**config.mk**
```make
export PLATFORM = sky130hd
export DESIGN_NAME = mgmt_mailbox_services
export DESIGN_NICKNAME = d
export VERILOG_FILES = /design/src/verilog/mailbox_pkg.sv /design/src/verilog/energy_accum.sv /design/src/verilog/tstate_throttle.sv /design/src/verilog/mgmt_mailbox_services.sv
export SDC_FILE = /design/constraint.sdc
export NUM_CORES = 1
export LEC_CHECK = 0
export ABC_AREA = 1
export BUFFER_PORTS_ARGS = -buffer_cell sky130_fd_sc_hd__buf_2
export CAP_MARGIN = 10
export CORE_MARGIN = 4
export CORE_UTILIZATION = 50
export CTS_CLUSTER_SIZE = 10
export DETAILED_ROUTE_END_ITERATION = 12
export PLACE_DENSITY_LB_ADDON = 0.25
export SETUP_SLACK_MARGIN = 0.3
export SYNTH_ARGS = -nofsm -noshare
export SYNTH_HDL_FRONTEND = slang
export SYNTH_SLANG_ARGS = --single-unit
```
**constraint.sdc**
```tcl
create_clock -name ref_clk_in -period 19.2 [get_ports ref_clk_in]
set_input_delay 2.88 -clock ref_clk_in [delete_from_list [all_inputs] [get_ports ref_clk_in]]
set_output_delay 2.88 -clock ref_clk_in [all_outputs]
set_load 0.1 [all_outputs]
```
**src/verilog/mailbox_pkg.sv**
```systemverilog
package mailbox_pkg;

   // link command codes
   localparam logic [7:0] CMD_DEPOSIT        = 8'hd1;
   localparam logic [7:0] CMD_FETCH          = 8'hd5;
   localparam logic [2:0] DEPOSIT_LAST_BYTE  = 3'h4; // type byte is 0, data bytes 1..4

   // request types carried by a deposit
   localparam logic [7:0] REQ_MC_READ        = 8'h0a;
   localparam logic [7:0] REQ_TSTATE_READ    = 8'h0b;
   localparam logic [7:0] REQ_TSTATE_WRITE   = 8'h0c;
   localparam logic [7:0] REQ_ENERGY_READ    = 8'h0f;

   // completion codes
   localparam logic [7:0] CC_PASS            = 8'h40;
   localparam logic [7:0] CC_NOT_READY       = 8'h80;
   localparam logic [7:0] CC_BAD_CONFIG      = 8'h81;
   localparam logic [7:0] CC_BAD_BANK        = 8'h84;
   localparam logic [7:0] CC_BAD_TAG         = 8'h85;
   localparam logic [7:0] CC_BUSY            = 8'h86;
   localparam logic [7:0] CC_BAD_CORE        = 8'h89;
   localparam logic [7:0] CC_UNKNOWN         = 8'hff;

   // machine check request payload fields
   localparam int         MC_BANK_LSB        = 0;
   localparam int         MC_INDEX_LSB       = 8;
   localparam int         MC_CORE_LSB        = 16;
   localparam logic [3:0] MC_BANK_LOW_MAX    = 4'h6;
   localparam logic [3:0] MC_BANK_EXTRA      = 4'h8;
   localparam logic [3:0] MC_CORE_BANK_FIRST = 4'h2;
   localparam logic [3:0] MC_CORE_BANK_LAST  = 4'h5;
   localparam logic [3:0] MC_INDEX_MAX       = 4'h7;

   // throttling control word
   localparam int         TST_ENABLE_BIT     = 3;
   localparam logic [2:0] TST_CODE_NONE      = 3'h0;
   localparam logic [2:0] TST_CODE_SUPPORTED = 3'h1;
   localparam logic [2:0] TST_CODE_MAX       = 3'h7;

   // energy accumulator
   localparam logic [31:0] ENERGY_RESET      = 32'h0;
   localparam int          ENERGY_INT_LSB    = 16;

   typedef struct packed {
      logic [3:0] bank;
      logic [2:0] index;
   } mc_sel_t;

   typedef struct packed {
      logic       enable;
      logic [2:0] code;
   } tstate_t;

   typedef struct packed {
      logic        valid;
      logic [7:0]  code;
      logic [31:0] data;
   } resp_t;

endpackage

```
**src/verilog/energy_accum.sv**
```systemverilog
`timescale 1ns/100ps
`default_nettype none

module energy_accum (
   input  wire logic        ref_clk_in,     // core clock
   input  wire logic        rst_in,         // power-up reset only
   input  wire logic        inc_valid_in,   // energy sample strobe
   input  wire logic [15:0] inc_in,         // joules, 16 fraction bits
   output logic      [31:0] total_out       // 16.16 joules
);

   typedef struct packed {
      logic [31:0] total;
   } energy_state_t;

   energy_state_t r;
   energy_state_t n;

   // free-running sum, wraps on overflow, no read side effect
   always_comb begin
      n = r;
      if (inc_valid_in) begin
         n.total = r.total + {16'h0, inc_in}; // RULE_10 RULE_11
      end
   end

   // only power-up clears the total; warm resets never reach here
   always_ff @(posedge ref_clk_in or posedge rst_in) begin
      if (rst_in) begin
         r.total <= mailbox_pkg::ENERGY_RESET; // RULE_12
      end else begin
         r <= n;
      end
   end

   assign total_out = r.total;

   property p_energy_step;
      @(posedge ref_clk_in) disable iff (rst_in)
      inc_valid_in |=> total_out == 32'($past(total_out) + {16'h0, $past(inc_in)});
   endproperty
   a_energy_step: assert property (p_energy_step) else $error("energy sum wrong"); // RULE_11

   property p_energy_hold;
      @(posedge ref_clk_in) disable iff (rst_in)
      !inc_valid_in |=> $stable(total_out);
   endproperty
   a_energy_hold: assert property (p_energy_hold) else $error("energy moved idle"); // RULE_10

endmodule

`default_nettype wire

```
**src/verilog/tstate_throttle.sv**
```systemverilog
`timescale 1ns/100ps
`default_nettype none

module tstate_throttle #(
   parameter int SLOT_CYCLES = 4           // core clocks per eighth of a period
) (
   input  wire logic                 ref_clk_in,          // core clock
   input  wire logic                 rst_in,              // async reset
   input  wire mailbox_pkg::tstate_t mbx_tstate_in,       // mailbox setting
   input  wire logic                 tcc_active_in,       // thermal control circuit pin
   input  wire logic [2:0]           sw_code_in,          // software request pin, 0 none
   output logic                      clocks_stopped_out   // cores clock-gated
);

   localparam int CW = $clog2(SLOT_CYCLES + 1);

   typedef struct packed {
      logic          tcc_s1;
      logic          tcc_s2;
      logic [2:0]    sw_s1;
      logic [2:0]    sw_s2;
      logic [CW-1:0] slot_cnt;
      logic [2:0]    phase;
      logic          stop;
   } thr_state_t;

   thr_state_t r;
   thr_state_t n;
   logic [2:0] eff_code;

   // arbitration and duty-cycle sequencing
   always_comb begin
      n = r;
      n.tcc_s1 = tcc_active_in;
      n.tcc_s2 = r.tcc_s1;
      n.sw_s1  = sw_code_in;
      n.sw_s2  = r.sw_s1;
      eff_code = mailbox_pkg::TST_CODE_NONE;
      if (mbx_tstate_in.enable && mbx_tstate_in.code != mailbox_pkg::TST_CODE_NONE) begin
         eff_code = mbx_tstate_in.code;
      end
      if (r.tcc_s2 && (eff_code == mailbox_pkg::TST_CODE_NONE ||
                       eff_code > mailbox_pkg::TST_CODE_SUPPORTED)) begin
         eff_code = mailbox_pkg::TST_CODE_SUPPORTED; // RULE_05 RULE_07
      end
      if (r.sw_s2 != mailbox_pkg::TST_CODE_NONE &&
          (eff_code == mailbox_pkg::TST_CODE_NONE || r.sw_s2 < eff_code)) begin
         eff_code = r.sw_s2; // RULE_07
      end
      if (eff_code == mailbox_pkg::TST_CODE_NONE) begin
         n.slot_cnt = '0;
         n.phase    = 3'h0;
         n.stop     = 1'b0;
      end else begin
         if (r.slot_cnt == CW'(SLOT_CYCLES - 1)) begin
            n.slot_cnt = '0;
            n.phase    = r.phase + 3'h1;
         end else begin
            n.slot_cnt = r.slot_cnt + CW'(1);
         end
         n.stop = (n.phase >= eff_code); // RULE_04 RULE_08
      end
   end

   always_ff @(posedge ref_clk_in or posedge rst_in) begin
      if (rst_in) begin
         r <= '0;
      end else begin
         r <= n;
      end
   end

   assign clocks_stopped_out = r.stop;

   property p_tst_priority;
      @(posedge ref_clk_in) disable iff (rst_in)
      r.tcc_s2 |-> eff_code != mailbox_pkg::TST_CODE_NONE &&
                   eff_code <= mailbox_pkg::TST_CODE_SUPPORTED;
   endproperty
   a_tst_priority: assert property (p_tst_priority) else $error("tcc not lowest"); // RULE_07

   property p_tst_run_phase;
      @(posedge ref_clk_in) disable iff (rst_in)
      (eff_code != mailbox_pkg::TST_CODE_NONE && $stable(eff_code) && n.phase < eff_code)
      |=> !clocks_stopped_out;
   endproperty
   a_tst_run_phase: assert property (p_tst_run_phase) else $error("stopped in on phase"); // RULE_04

   property p_tst_idle;
      @(posedge ref_clk_in) disable iff (rst_in)
      eff_code == mailbox_pkg::TST_CODE_NONE |=> !clocks_stopped_out;
   endproperty
   a_tst_idle: assert property (p_tst_idle) else $error("stopped while idle"); // RULE_04

endmodule

`default_nettype wire

```
**src/verilog/mgmt_mailbox_services.sv**
```systemverilog
`timescale 1ns/100ps
`default_nettype none

// Functional notes
// (RULE_01) machine check reads cover banks 0-6 and 8, index 0-7 picks halves
// (RULE_02) core banks 2-5 need a valid core select, other banks zero
// (RULE_03) bad bank or index above seven returns a failing code, no data
// (RULE_04) enabled throttling alternates core clocks running and stopped at duty
// (RULE_05) thermal control circuit activity also forces duty-cycle throttling
// (RULE_06) throttle setting reachable only through the mailbox, never in-band
// (RULE_07) concurrent throttle requests resolve to the smallest duty code
// (RULE_08) three-bit duty code, zero undefined, 1-7 are eighths clocks on
// (RULE_09) only duty code one is supported
// (RULE_10) energy total is 32-bit unsigned 16.16 joules
// (RULE_11) energy total free-runs, wraps, and reads never clear it
// (RULE_12) energy total clears at power-up only, warm resets keep counting
// (RULE_13) host uses energy differences and handles wrap
// (RULE_14) host polls energy between 1 Hz and 10 Hz
// (RULE_15) host keeps its own timestamps for energy reads
// (RULE_16) energy read passes, proving the service exists
// (RULE_17) each deposit is serviced later and held until fetched; a deposit while the mailbox is locked gets busy and is not serviced
// (RULE_18) every deposit carries a type and four data bytes, zero when unused
// (RULE_19) deposit command d1 answers one completion code byte
// (RULE_20) granted deposit answers upper nibble 4 with the transaction tag
// (RULE_21) payload bytes arrive least significant first
module mgmt_mailbox_services #(
   parameter int SERVICE_CYCLES = 4,       // wait-state clocks; result done SERVICE_CYCLES+1 clocks after deposit
   parameter int NUM_CORES      = 6,       // valid core selects for core banks
   parameter int SLOT_CYCLES    = 4        // throttle slot length in core clocks
) (
   input  wire logic                 ref_clk_in,          // core clock, 25 MHz
   input  wire logic                 rst_in,              // power-up reset, async
   input  wire logic                 warm_reset_in,       // warm reset pin, power kept
   input  wire logic                 link_frame_start_in, // byte is a command code
   input  wire logic                 link_byte_valid_in,  // byte strobe from link
   input  wire logic [7:0]           link_byte_in,        // received byte
   output mailbox_pkg::resp_t        resp_out,            // answer pulse, code, data
   output mailbox_pkg::mc_sel_t      mc_sel_out,          // error bank word select
   input  wire logic [31:0]          mc_word_in,          // selected error bank half
   input  wire logic                 tcc_active_in,       // thermal control circuit pin
   input  wire logic [2:0]           sw_tstate_code_in,   // other agent request pin
   output logic                      clocks_stopped_out,  // core clock modulation
   input  wire logic                 energy_inc_valid_in, // energy sample strobe
   input  wire logic [15:0]          energy_inc_in        // energy sample
);

   localparam int SVC_MAX = 40;

   typedef enum logic [1:0] {S_IDLE, S_WAIT, S_EXEC} svc_t;

   typedef struct packed {
      logic                 wr_s1;
      logic                 wr_s2;
      logic [7:0]           cmd;
      logic [2:0]           byte_cnt;
      logic [7:0]           rx_type;
      logic [31:0]          rx_data;
      logic                 locked;
      logic                 done;
      logic [3:0]           tag;
      logic [7:0]           req_type;
      logic [31:0]          req_data;
      svc_t                 svc;
      logic [7:0]           wait_cnt;
      logic [7:0]           res_code;
      logic [31:0]          res_data;
      mailbox_pkg::tstate_t tstate;
      mailbox_pkg::mc_sel_t mc_sel;
      mailbox_pkg::resp_t   resp;
   } mbx_state_t;

   mbx_state_t  r;
   mbx_state_t  n;
   logic [31:0] energy_total;
   logic [3:0]  mc_bank;
   logic [3:0]  mc_index;
   logic [3:0]  mc_core;
   logic        bank_ok;
   logic        index_ok;
   logic        core_ok;
   logic        deposit_done;
   logic        fetch_byte;

   // decode of the machine check request held for service
   always_comb begin
      mc_bank  = r.req_data[mailbox_pkg::MC_BANK_LSB +: 4];
      mc_index = r.req_data[mailbox_pkg::MC_INDEX_LSB +: 4];
      mc_core  = r.req_data[mailbox_pkg::MC_CORE_LSB +: 4];
      bank_ok  = (mc_bank <= mailbox_pkg::MC_BANK_LOW_MAX) ||
                 (mc_bank == mailbox_pkg::MC_BANK_EXTRA); // RULE_01
      index_ok = (mc_index <= mailbox_pkg::MC_INDEX_MAX); // RULE_03
      if (mc_bank >= mailbox_pkg::MC_CORE_BANK_FIRST &&
          mc_bank <= mailbox_pkg::MC_CORE_BANK_LAST) begin
         core_ok = (32'(mc_core) < NUM_CORES); // RULE_02
      end else begin
         core_ok = (mc_core == 4'h0); // RULE_02
      end
   end

   // link byte decode, service sequencing and answers
   always_comb begin
      n = r;
      n.wr_s1      = warm_reset_in;
      n.wr_s2      = r.wr_s1;
      n.resp.valid = 1'b0;
      deposit_done = 1'b0;
      fetch_byte   = 1'b0;
      if (link_byte_valid_in) begin
         if (link_frame_start_in) begin
            n.cmd      = link_byte_in;
            n.byte_cnt = 3'h0;
         end else begin
            if (r.byte_cnt != 3'h7) begin
               n.byte_cnt = r.byte_cnt + 3'h1;
            end
            if (r.cmd == mailbox_pkg::CMD_DEPOSIT) begin
               if (r.byte_cnt == 3'h0) begin
                  n.rx_type = link_byte_in;
               end else if (r.byte_cnt <= mailbox_pkg::DEPOSIT_LAST_BYTE) begin
                  n.rx_data = {link_byte_in, r.rx_data[31:8]}; // RULE_21
               end
               deposit_done = (r.byte_cnt == mailbox_pkg::DEPOSIT_LAST_BYTE);
            end else if (r.cmd == mailbox_pkg::CMD_FETCH) begin
               fetch_byte = (r.byte_cnt == 3'h0);
            end
         end
      end
      // deposit: grant the mailbox or report it busy
      if (deposit_done) begin
         n.resp.valid = 1'b1;
         n.resp.data  = 32'h0;
         if (r.locked) begin
            n.resp.code = mailbox_pkg::CC_BUSY;
         end else begin
            n.locked        = 1'b1;
            n.done          = 1'b0;
            n.tag           = r.tag + 4'h1;
            n.req_type      = n.rx_type;
            n.req_data      = n.rx_data;
            n.mc_sel.bank   = n.rx_data[mailbox_pkg::MC_BANK_LSB +: 4];
            n.mc_sel.index  = n.rx_data[mailbox_pkg::MC_INDEX_LSB +: 3];
            n.svc           = S_WAIT;
            n.wait_cnt      = 8'h0;
            n.resp.code     = {mailbox_pkg::CC_PASS[7:4], n.tag}; // RULE_19 RULE_20
         end
      end
      // fetch: hand back the held result and release the mailbox
      if (fetch_byte) begin
         n.resp.valid = 1'b1;
         n.resp.data  = 32'h0;
         if (!r.locked || link_byte_in != {4'h0, r.tag}) begin
            n.resp.code = mailbox_pkg::CC_BAD_TAG;
         end else if (!r.done) begin
            n.resp.code = mailbox_pkg::CC_NOT_READY;
         end else begin
            n.resp.code = r.res_code; // RULE_17
            n.resp.data = r.res_data;
            n.locked    = 1'b0;
            n.done      = 1'b0;
         end
      end
      // service the deposited request after the fixed latency
      case (r.svc)
         S_IDLE: begin
         end
         S_WAIT: begin
            if (r.wait_cnt >= 8'(SERVICE_CYCLES - 1)) begin
               n.svc = S_EXEC;
            end else begin
               n.wait_cnt = r.wait_cnt + 8'h1;
            end
         end
         S_EXEC: begin
            n.svc      = S_IDLE;
            n.done     = 1'b1; // RULE_17
            n.res_code = mailbox_pkg::CC_PASS;
            n.res_data = 32'h0;
            if (r.req_type == mailbox_pkg::REQ_MC_READ) begin
               if (!bank_ok || !index_ok) begin
                  n.res_code = mailbox_pkg::CC_BAD_BANK; // RULE_03
               end else if (!core_ok) begin
                  n.res_code = mailbox_pkg::CC_BAD_CORE; // RULE_02
               end else begin
                  n.res_data = mc_word_in; // RULE_01
               end
            end else if (r.req_type == mailbox_pkg::REQ_TSTATE_READ) begin
               n.res_data = {28'h0, r.tstate}; // RULE_06
            end else if (r.req_type == mailbox_pkg::REQ_TSTATE_WRITE) begin
               if (r.req_data[mailbox_pkg::TST_ENABLE_BIT] &&
                   r.req_data[2:0] != mailbox_pkg::TST_CODE_SUPPORTED) begin
                  n.res_code = mailbox_pkg::CC_BAD_CONFIG; // RULE_08 RULE_09
               end else begin
                  n.tstate.enable = r.req_data[mailbox_pkg::TST_ENABLE_BIT]; // RULE_06
                  n.tstate.code   = r.req_data[2:0];
               end
            end else if (r.req_type == mailbox_pkg::REQ_ENERGY_READ) begin
               n.res_data = energy_total; // RULE_16
            end else begin
               n.res_code = mailbox_pkg::CC_UNKNOWN;
            end
         end
         default: begin
            n.svc = S_IDLE;
         end
      endcase
      // warm reset clears the mailbox but keeps the synchroniser running
      if (r.wr_s2) begin
         n       = '0;
         n.wr_s1 = warm_reset_in;
         n.wr_s2 = r.wr_s1;
      end
   end

   always_ff @(posedge ref_clk_in or posedge rst_in) begin
      if (rst_in) begin
         r <= '0;
      end else begin
         r <= n;
      end
   end

   assign resp_out   = r.resp;
   assign mc_sel_out = r.mc_sel;

   // duty-cycle modulation fed by the mailbox copy of the setting, the thermal control circuit pin and the software request pin
   tstate_throttle #(
      .SLOT_CYCLES (SLOT_CYCLES)
   ) u_throttle (
      .ref_clk_in         (ref_clk_in),
      .rst_in             (rst_in),
      .mbx_tstate_in      (r.tstate),
      .tcc_active_in      (tcc_active_in),
      .sw_code_in         (sw_tstate_code_in),
      .clocks_stopped_out (clocks_stopped_out)
   );

   // energy total, cleared by power-up reset alone
   energy_accum u_energy (
      .ref_clk_in   (ref_clk_in),
      .rst_in       (rst_in),
      .inc_valid_in (energy_inc_valid_in),
      .inc_in       (energy_inc_in),
      .total_out    (energy_total)
   );

   property p_mc_bad_bank;
      @(posedge ref_clk_in) disable iff (rst_in || r.wr_s2)
      (r.svc == S_EXEC && r.req_type == mailbox_pkg::REQ_MC_READ && !(bank_ok && index_ok))
      |=> r.done && r.res_code == mailbox_pkg::CC_BAD_BANK && r.res_data == 32'h0;
   endproperty
   a_mc_bad_bank: assert property (p_mc_bad_bank) else $error("bad bank not refused"); // RULE_03

   property p_mc_core;
      @(posedge ref_clk_in) disable iff (rst_in || r.wr_s2)
      (r.svc == S_EXEC && r.req_type == mailbox_pkg::REQ_MC_READ && bank_ok && index_ok &&
       !core_ok) |=> r.res_code == mailbox_pkg::CC_BAD_CORE;
   endproperty
   a_mc_core: assert property (p_mc_core) else $error("core select not checked"); // RULE_02

   property p_mc_data;
      @(posedge ref_clk_in) disable iff (rst_in || r.wr_s2)
      (r.svc == S_EXEC && r.req_type == mailbox_pkg::REQ_MC_READ && bank_ok && index_ok &&
       core_ok) |=> r.res_code == mailbox_pkg::CC_PASS && r.res_data == $past(mc_word_in);
   endproperty
   a_mc_data: assert property (p_mc_data) else $error("bank word not returned"); // RULE_01

   property p_grant;
      @(posedge ref_clk_in) disable iff (rst_in || r.wr_s2)
      (deposit_done && !r.locked) |=> resp_out.valid && resp_out.code[7:4] == 4'h4 &&
                                      resp_out.code[3:0] == r.tag && r.locked;
   endproperty
   a_grant: assert property (p_grant) else $error("grant code wrong"); // RULE_20

   property p_busy;
      @(posedge ref_clk_in) disable iff (rst_in || r.wr_s2)
      (deposit_done && r.locked) |=> resp_out.valid && resp_out.code == mailbox_pkg::CC_BUSY;
   endproperty
   a_busy: assert property (p_busy) else $error("busy not reported"); // RULE_19

   property p_service;
      @(posedge ref_clk_in) disable iff (rst_in || r.wr_s2)
      (deposit_done && !r.locked) |-> ##[2:SVC_MAX] r.done;
   endproperty
   a_service: assert property (p_service) else $error("request never serviced"); // RULE_17

   property p_lsb_first;
      @(posedge ref_clk_in) disable iff (rst_in || r.wr_s2)
      deposit_done |=> r.rx_data[31:24] == $past(link_byte_in);
   endproperty
   a_lsb_first: assert property (p_lsb_first) else $error("payload order wrong"); // RULE_21

   property p_tst_reject;
      @(posedge ref_clk_in) disable iff (rst_in || r.wr_s2)
      (r.svc == S_EXEC && r.req_type == mailbox_pkg::REQ_TSTATE_WRITE &&
       r.req_data[mailbox_pkg::TST_ENABLE_BIT] &&
       r.req_data[2:0] != mailbox_pkg::TST_CODE_SUPPORTED)
      |=> r.res_code == mailbox_pkg::CC_BAD_CONFIG && $stable(r.tstate);
   endproperty
   a_tst_reject: assert property (p_tst_reject) else $error("bad duty accepted"); // RULE_09

   property p_energy_pass;
      @(posedge ref_clk_in) disable iff (rst_in || r.wr_s2)
      (r.svc == S_EXEC && r.req_type == mailbox_pkg::REQ_ENERGY_READ)
      |=> r.res_code == mailbox_pkg::CC_PASS && r.res_data == $past(energy_total);
   endproperty
   a_energy_pass: assert property (p_energy_pass) else $error("energy read failed"); // RULE_16

endmodule

`default_nettype wire

```
==> results of run 1 <==
-- power groups by stage --
stage                     Sequential (W)  Clock [W]  Combinational (W)
after detailed placement        0.000495          0           0.000262
after floorplan                 0.000495          0           0.000198
after CTS                       0.000488   0.000407           0.000263
after global routing            0.000492   0.000425           0.000307
after global placement          0.000495          0           0.000257
final                           0.000488   0.000400           0.000264
-- logic make-up (layout without fill, tap and decap cells) --
logic type / Yosys count / in the layout
AND/OR/NAND/NOR: 766 / 766
buffers and inverters: 255 / 312
flip-flops: 206 / 206
AO/OA/AOI/OAI: 130 / 130
adder cells (fa/ha/maj): 29 / 29
XOR/XNOR: 11 / 11
-- worst paths after layout --
| check | from | to | slack (ns) |
|---|---|---|---|
| min in group asynchronous | rst_in | resp_out[4]$_DFFE_PP0P_ | 2.57 |
| min reg2reg | r[200]$_DFF_PP0_ | r[199]$_DFF_PP0_ | 0.35 |
| min | r[200]$_DFF_PP0_ | r[199]$_DFF_PP0_ | 0.35 |
| max | link_frame_start_in | r[137]$_DFFE_PP0P_ | 14.12 |
| max reg2reg | r[188]$_DFFE_PP0P_ | r[137]$_DFFE_PP0P_ | 16.19 |
| max in group asynchronous | rst_in | u_energy.total_out[28]$_DFFE_PP0P_ | 15.15 |
-- per-layer routing --
metal  global-route usage, %  wire length [um]
met5                       0                 0
met4                    5.13               431
met3                    2.80              1180
met2                    37.1             12900
met1                    31.4             12200
-- cell type report --
class	count	area share (%)
tap	275	2.91
timing repair buffer	119	5.15
clock buffer	29	5.42
multi-input combinational	936	37.6
clock inverter	2	0.116
inverter	162	5.21
sequential	206	43.6
-- per-stage QoR --
stage | util [%] | worst slack, ns | total power (W) | hold slack (ns)
final | 56.0 | 14.12 | 0.00115 | 0.346
after global routing | 56.0 | 13.85 | 0.00122 | 0.351
after CTS | 56.0 | 14.16 | 0.00116 | 0.348
after detailed placement | 52.9 | 13.65 | 0.000757 | 0.335
after global placement | 52.9 | 13.71 | 0.000752 | 0.334
after floorplan | - | 10.70 | 0.000693 | 0.331
-- sequential cells by signal, indices dropped and copies added, names as in the netlist --
signal                         cells
mc_bank                            4
mc_core                            4
mc_index                           1
mc_sel_out                         7
r                                103
resp_out                          40
u_energy.total_out                32
u_throttle.clocks_stopped_out      1
u_throttle.n                       4
u_throttle.r                      10
-- critical path: cells and delay by family --
family	cells	cell delay (ns)
compound gates	1	0.07
simple gates	6	1.83
buf+inv	4	0.64
-- cell usage in the layout, fill, tap and decap left out, drive strengths merged, types with 2 or more instances in the layout --
cell,n
nand3,72
xnor2,6
ha,28
and2,2
o21ai,59
dfrtp,206
nor2,71
o211a,4
nand3b,8
nand4,53
nor3,15
clkinv,3
nor4,5
a31oi,3
clkbuf,29
xor2,5
a21oi,37
inv,161
buf,119
o211ai,9
nand2,537
o2111ai,3
o22ai,11
==> results.yml, run 1 <==
cells_and_area:
  multiInputGateArea_sq_um: 4440
  nFillCells: 2040
  antenna_cells: 0
  regArea_sq_um: 5150
  area_delta_synth_final_pct: 9.70
  nets: 1545
  drive_above_1_share_pct: 11.6
  final_area_sq_um: 11800
  instances_no_fill: 1729
synth:
  synth_edf_count: 0
  synth_xor_area_share_pct: 0.895
  synthTopCellsByCount: "nand2_1 (533), dfrtp_1 (206), inv_1 (157), nand3_1 (70), nor2_1 (66)"
  synth_compound_area_share_pct: 6.87
  synth_mux_area_share_pct: 0
  synth.top_cell.area_share_pct: 47.9
  synth_simple_gate_area_share_pct: 30.0
  syn_area_per_cell_sq_um: 7.71
  synth_nets: 1492
  synthesis.instances: 1397
  yosysTopAreaCell: "dfrtp_1"
  synth_top_family_by_area: "simple AND/OR/NAND/NOR gates"
  synth.most_common_cell: "nand2_1"
  ys.flop_type: "dfrtp_1"
  synthTopCellsByArea: "dfrtp_1 (48%), nand2_1 (19%), inv_1 (5.5%)"
  ys_ff_latch: 206
  ys_seq_area_share_pct: 47.9
  async_reset_ff_share_pct: 100
  synthAdderAreaFrac_pct: 3.44
  ys_warn_count: 0
  synth_area_sq_um: 10800
  yosysUniqueCellTypes: 42
floorplan:
  start_util_pct: 51.1
  fp.dieW_um: 155
  core-area_sq_um: 21100
  die_h_um: 155
  die_area_sq_um: 24000
  ios: 115
  rows: 53
critical_path:
  arrival_ns: 5.45
  crit_path_end_kind: "flip-flop"
  cp.required_ns: 19.57
  cp_slowest_cell: "nand3_2"
  timing.critical_path.from_type: "input port"
  slowest_delay_ns: 0.78
  r2r_cells: 11
  path_cells: "buf_2, inv_1, nand2_2, nor3_2, nand3_2, inv_1, nand2_1, nand2_2, inv_2, nand2_1, o21ai_0"
  crit_fanout: 42
  path_class: "input port to flip-flop"
grt:
  antenna_found_initial: 0
  grt_overflow: 0
  grt_pass1_vias: 8608
  track_usage_pct: 22.3
  grt_max_degree: 141
  grt_pass1_wl_um: 44100
clock_network:
  cts.sinks: 206
  cts-root-buf: "clkbuf_16"
  clk_latency_ns: 0.50
  numCtsBuffers: 25
  clk_path_buf_depth: 3
  clk_pin_slew_ns: 0.05
  cts_tree: "yes"
  postCtsSetupBuffers: 0
  cts_resized: 0
  holdBufCountCts: 0
  htreeDepth: 1
power_and_ir_drop:
  pwr-share-comb_pct: 22.9
  swShare_pct: 31.8
  pwr-share-clk_pct: 34.8
  peakVddDrop_v: 0.0000608
  intPower_w: 0.000786
  seqPwrFrac_pct: 42.3
  p_sw_w: 0.000366
  p_leak_nw: 6.63
  powerDensity_nw_per_um2: 97.5
place:
  io_buffers: 114
  dpl.cell_count: 1698
  hpwl_um: 18500
  gp_congestion: 0.884
  place_area_sq_um: 11200
timing:
  hold_viol: 0
  fin_setup_tns_ns: 0
  worst_pin_slew_ns: 1.03
  fmax_mhz: 197
  relSlewSlack_pct: 30.9
  final-setup-viol-count: 0
  drv_slew: 0
  period_needed_ns: 5.08
  finalCritPeriodShare_pct: 26.5
  rsz0062_at_grt: "no"
  skew_ns: 0.00972
detailed_routing:
  drt_iter0_drc: 629
  first_pass_iters: 7
  wl_um: 26700
  drtAntennaViolNets: 0
  vias: 8944
  routed_via_density: 5.17
  wire_per_inst_um: 15.4
  post-route-drc-count: 0
hold_path:
  hold_path_depth: 0
  min_path_type: "flip-flop to flip-flop"
run_status:
  run_status: "complete, no violations"
run:
  maxCapViolations: 0
No activity file was read; power rests on OpenSTA's default activity.
==> run 2: changes to the inputs <==
==> constraint.sdc (replaced) <==
create_clock -name ref_clk_in -period 4.2 [get_ports ref_clk_in]
set_input_delay 0.63 -clock ref_clk_in [delete_from_list [all_inputs] [get_ports ref_clk_in]]
set_output_delay 0.63 -clock ref_clk_in [all_outputs]
set_load 0.1 [all_outputs]
==> run 2 against run 1 <==
Effect of this change: critical path depth unchanged; core utilization increased by 0.43 points; design area increased by 0.76%; clock skew increased by 0.0035 ns; hold slack got worse by 0.16 ns; cell count increased by 0.52%; clock-buffer cell count increased by 4; critical endpoint is now resp_out[29]$_DFFE_PP0P_.
==> results.yml, run 2 (synthesis results as in run 1) <==
place:
  hpwl_um: 18700
  gp_congestion: 0.923
  io_buffers: 114
critical_path:
  arrival_ns: 3.08
  cp.required_ns: 4.63
  crit_path_end_kind: "flip-flop"
  r2r_cells: 11
  crit_fanout: 43
  path_class: "flip-flop to flip-flop"
  timing.critical_path.from_type: "flip-flop"
cells_and_area:
  largest_reg_flops: 103
  regMostFlops: "r"
  area_delta_synth_final_pct: 10.5
  layout.cells.most_common: "nand2_1"
  nets: 1551
  layout_common_cells: "nand2_1 (533), dfrtp_1 (206), inv_1 (155), buf_2 (114), nand3_1 (70)"
  drive_above_1_share_pct: 12.0
  antenna_cells: 0
run_status:
  run_status: "complete, no violations"
clock_network:
  clk_latency_ns: 0.50
  postCtsSetupBuffers: 0
  holdBufCountCts: 0
  cts_resized: 0
  clk_path_buf_depth: 3
  numCtsBuffers: 25
  cts_tree: "yes"
  cts.sinks: 206
  cts-root-buf: "clkbuf_16"
  clk_pin_slew_ns: 0.05
  htreeDepth: 1
detailed_routing:
  drt_iter0_drc: 623
  vias: 9006
  first_pass_iters: 5
  post-route-drc-count: 0
  drtAntennaViolNets: 0
  wire_per_inst_um: 15.3
  routed_via_density: 5.18
  wl_um: 26600
timing:
  drv_slew: 0
  relSlewSlack_pct: 19.4
  fmax_mhz: 378
  hold_viol: 0
  skew_ns: 0.0132
  whs_ns: 0.185
  period_needed_ns: 2.65
  fin_setup_tns_ns: 0
  rsz0062_at_grt: "no"
  finalCritPeriodShare_pct: 63.0
  worst_pin_slew_ns: 1.21
  final-setup-viol-count: 0
grt:
  grt_overflow: 0
  grt_pass1_vias: 8696
  grt_max_degree: 132
  grt_pass1_wl_um: 43900
  antenna_found_initial: 0
  track_usage_pct: 22.2
floorplan:
  ios: 115
  rows: 53
  core-area_sq_um: 21100
  fp.dieW_um: 155
  start_util_pct: 51.1
  die_h_um: 155
  die_area_sq_um: 24000
hold_path:
  min_path_type: "input port to asynchronous set/reset pin"
run:
  maxCapViolations: 0
power_and_ir_drop:
  peakVddDrop_v: 0.000315
  powerDensity_nw_per_um2: 447
  p_leak_nw: 6.68
run 2: cell count changes in the layout (fill, tap and decap cells not counted):
| cell | change |
|---|---|
| buf_4 | +5 |
| clkbuf_8 | +3 |
| buf_12 | +1 |
| clkbuf_1 | +1 |
| clkinvlp_4 | +1 |
| inv_6 | -1 |
| inv_8 | -1 |
run 2: per-stage QoR:
stage	std cells	setup WS [ns]	utilization [%]	instance area (sq um)	total power, W
2_1_floorplan	1397	0.898	-	10800	0.00317
5_1_grt	1738	1.34	56.5	11900	0.00565
6_report	1738	1.55	56.5	11900	0.00532
3_3_place_gp	1704	1.56	53.2	11200	0.00344
4_1_cts	1738	1.56	56.5	11900	0.00534
3_5_place_dp	1704	1.47	53.2	11200	0.00346
run 2: final cells by class:
class / count / area [sq um]
Clock buffer: 33 / 686
Clock inverter: 1 / 5.00
Fill cell: 2009 / 9180
Inverter: 162 / 612
Multi-Input combinational cell: 936 / 4440
Sequential cell: 206 / 5150
Tap cell: 275 / 344
Timing Repair Buffer: 125 / 666
run 2: worst paths after layout:
| kind | from | to | slack, ns |
|---|---|---|---|
| worst min register to register | r[200]$_DFF_PP0_ | r[199]$_DFF_PP0_ | 0.35 |
| worst min-delay path | rst_in | r[60]$_DFFE_PP0P_ | 0.18 |
| worst max register to register | r[188]$_DFFE_PP0P_ | resp_out[29]$_DFFE_PP0P_ | 1.55 |
| max in group asynchronous | rst_in | mc_sel_out[1]$_DFFE_PP0P_ | 2.95 |
| min in group ref_clk_in | warm_reset_in | r[200]$_DFF_PP0_ | 0.23 |
| worst max-delay path | r[188]$_DFFE_PP0P_ | resp_out[29]$_DFFE_PP0P_ | 1.55 |
run 2: where the power goes:
group,leakage [nW],internal (W),switching [W]
sequential,2.78,0.00212,0.000106
combinational,3.56,0.000417,0.000801
clock,0.339,0.00112,0.000757
run 2: per-layer routing:
metal | vias to the layer above | routed length [um] | global-route usage, %
met3 | 48 | 1440 | 2.94
met2 | 258 | 12600 | 37.1
met1 | 4192 | 11900 | 30.7
met5 | - | 0 | 0
li1 | 4508 | - | -
met4 | 0 | 591 | 5.76
run 2: worst max-delay path: stages (launching register included):
cell	delay [ns]
dfrtp_1	0.38
inv_1	0.09
ha_1	0.20
nand2_1	0.09
nor3_2	0.24
nand2_2	0.06
buf_4	0.30
nor2_4	0.23
nand2_2	0.10
nor2_4	0.62
nand2_1	0.13
nand2_1	0.10
==> run 3: changes to the inputs <==
==> constraint.sdc (replaced) <==
create_clock -name ref_clk_in -period 2.4 [get_ports ref_clk_in]
set_input_delay 0.36 -clock ref_clk_in [delete_from_list [all_inputs] [get_ports ref_clk_in]]
set_output_delay 0.36 -clock ref_clk_in [all_outputs]
set_load 0.1 [all_outputs]
==> run 3 against run 2 <==
Effect of this change: sequential share of layout area shrank 1.4 points; setup slack lost 1.3 ns; critical path depth grew 6; critical path type unchanged; sequential cell count is the same; total power grew 78%; clock power grew 78%; global-route usage grew 0.33 points; core utilization grew 2.0 points; design area grew 3.5%; highest routed layer unchanged; register-to-register slack lost 1.3 ns; die area is the same; non-clock buffer count grew 27.
==> results.yml, run 3 (synthesis results as in run 1) <==
detailed_routing:
  drtAntennaViolNets: 0
  drt_iter0_drc: 573
  routed_via_density: 5.23
  wire_per_inst_um: 15.4
  vias: 9207
  wl_um: 27200
  post-route-drc-count: 0
  first_pass_iters: 5
grt:
  grt_max_degree: 75
  antenna_found_initial: 0
  grt_overflow: 0
  grt_pass1_vias: 9138
  grt_pass1_wl_um: 44500
  track_usage_pct: 22.5
critical_path:
  critical_path.most_common_cell: "nand2_1"
  timing.critical_path.from_type: "flip-flop"
  cp.required_ns: 2.80
  crit_fanout: 3
  path_class: "flip-flop to flip-flop"
  cp_slowest_cell: "dfrtp_1"
  crit_path_end_kind: "flip-flop"
  critPathBufInv: 4
  slowest_delay_ns: 0.40
  arrival_ns: 2.50
  cp_top_family: "simple AND/OR/NAND/NOR gates"
  path_cells: "buf_6, nand3_4, ha_4, nand2_1, inv_1, nand2_1, nand2_2, nand2_4, nand2_4, nand2_1, nand2_1, inv_1, ha_1, nand3_1, o211ai_1, nand2_1, inv_1"
hold_path:
  min_path_type: "input port to flip-flop"
timing:
  period_needed_ns: 2.11
  fin_setup_tns_ns: 0
  hold_viol: 0
  worst_pin_slew_ns: 0.519
  rsz0062_at_grt: "yes"
  drv_slew: 0
  finalCritPeriodShare_pct: 87.8
  fmax_mhz: 475
  fin_ws_ns: 0.293
  relSlewSlack_pct: 65.6
  final-setup-viol-count: 0
  skew_ns: 0.00956
power_and_ir_drop:
  pwr-share-comb_pct: 23.7
  seqPwrFrac_pct: 41.3
  powerDensity_nw_per_um2: 770
  pwr-share-clk_pct: 35.1
  peakVddDrop_v: 0.000532
  intPower_w: 0.00650
  p_sw_w: 0.00298
  p_leak_nw: 6.84
  swShare_pct: 31.4
floorplan:
  die_area_sq_um: 24000
  die_h_um: 155
  ios: 115
  core-area_sq_um: 21100
  rows: 53
  start_util_pct: 51.1
  fp.dieW_um: 155
cells_and_area:
  nets: 1578
  antenna_cells: 0
  regArea_sq_um: 5150
  regMostFlops: "r"
  utilization_pct: 58.4
  multiInputGateArea_sq_um: 4570
  layout_common_cells: "nand2_1 (524), dfrtp_1 (206), inv_1 (152), buf_2 (114), nand3_1 (66)"
  nFillCells: 1982
  drive_above_1_share_pct: 15.2
  final_area_sq_um: 12300
  layout.cells.most_common: "nand2_1"
  largest_reg_flops: 103
  area_delta_synth_final_pct: 14.4
clock_network:
  clk_path_buf_depth: 3
  cts.sinks: 206
  htreeDepth: 1
  cts-root-buf: "clkbuf_16"
  clk_pin_slew_ns: 0.05
  cts_tree: "yes"
  clk_latency_ns: 0.50
  numCtsBuffers: 25
place:
  place_area_sq_um: 11400
  gp_congestion: 0.897
  pre_cts_ws_ns: 0.110
  hpwl_um: 19200
  io_buffers: 114
run:
  maxCapViolations: 0
run_status:
  run_status: "complete, no violations"
-- run 3: cell types whose count changed in the layout (fill, tap and decap cells not counted), moves of 5 or more --
| cell | change |
|---|---|
| a21oi_1 | -5 |
| a21oi_2 | +5 |
| buf_4 | +14 |
| clkbuf_1 | -5 |
| dlygate4sd3_1 | +6 |
| nand2_1 | -9 |
| nand2_2 | +7 |
-- run 3: per-layer routing --
layer | track usage [%] | share of wire, %
met1 | 30.7 | 45
met2 | 37.7 | 48
met3 | 3.25 | 4.8
met4 | 6.27 | 2.0
met5 | 0 | 0
-- run 3: through the flow --
step	power, W	hold WS, ns	std cells
floorplan	0.00555	0.331	1397
global placement	0.00606	0.336	1718
detailed placement	0.00611	0.337	1718
CTS	0.00948	0.0937	1757
global route	0.0100	0.116	1760
finish	0.00948	0.108	1760
-- run 3: worst min-delay path, delay by kind of cell --
kind	cells	cell delay [ns]
buffers and inverters	1	0.08
and+or+nand+nor	2	0.13
-- run 3: power by group through the flow --
stage	registers, W	clock network [W]	logic, W
floorplan	0.00396	0	0.00159
global placement	0.00396	0	0.00211
detailed placement	0.00396	0	0.00214
CTS	0.00391	0.00339	0.00218
global route	0.00395	0.00352	0.00256
finish	0.00391	0.00333	0.00224
-- run 3: worst paths after layout --
path | startpoint | to | slack (ns) | depth (start not counted)
setup / recovery | r[51]$_DFFE_PP0P_ | u_throttle.clocks_stopped_out$_DFF_PP0_ | 0.29 | 17
hold / removal | mc_word_in[3] | r[55]$_DFFE_PP0P_ | 0.11 | 3
setup reg to reg | r[51]$_DFFE_PP0P_ | u_throttle.clocks_stopped_out$_DFF_PP0_ | 0.29 | 17
hold reg to reg | u_throttle.n[8]$_DFF_PP0_ | u_throttle.r[8]$_DFF_PP0_ | 0.34 | 0
max in group asynchronous | rst_in | resp_out[6]$_DFFE_PP0P_ | 1.27 | 4
min in group asynchronous | rst_in | r[56]$_DFFE_PP0P_ | 0.43 | 3
-- run 3: area by class of cell --
type / count / area share [%]
inverter: 162 / 5.00
clock inverter: 2 / 0.315
multi-input combinational: 936 / 37.1
sequential: 206 / 41.9
tap: 275 / 2.79
timing repair buffer: 152 / 7.66
clock buffer: 27 / 5.30
-- run 3: repair_timing --
action,4_1_cts,5_1_grt
resized for setup,9,28
hold endpoints to repair,18,0
pin swaps,3,6
endpoints found under the setup margin,4,91
hold buffers,6,0
setup buffers,4,3
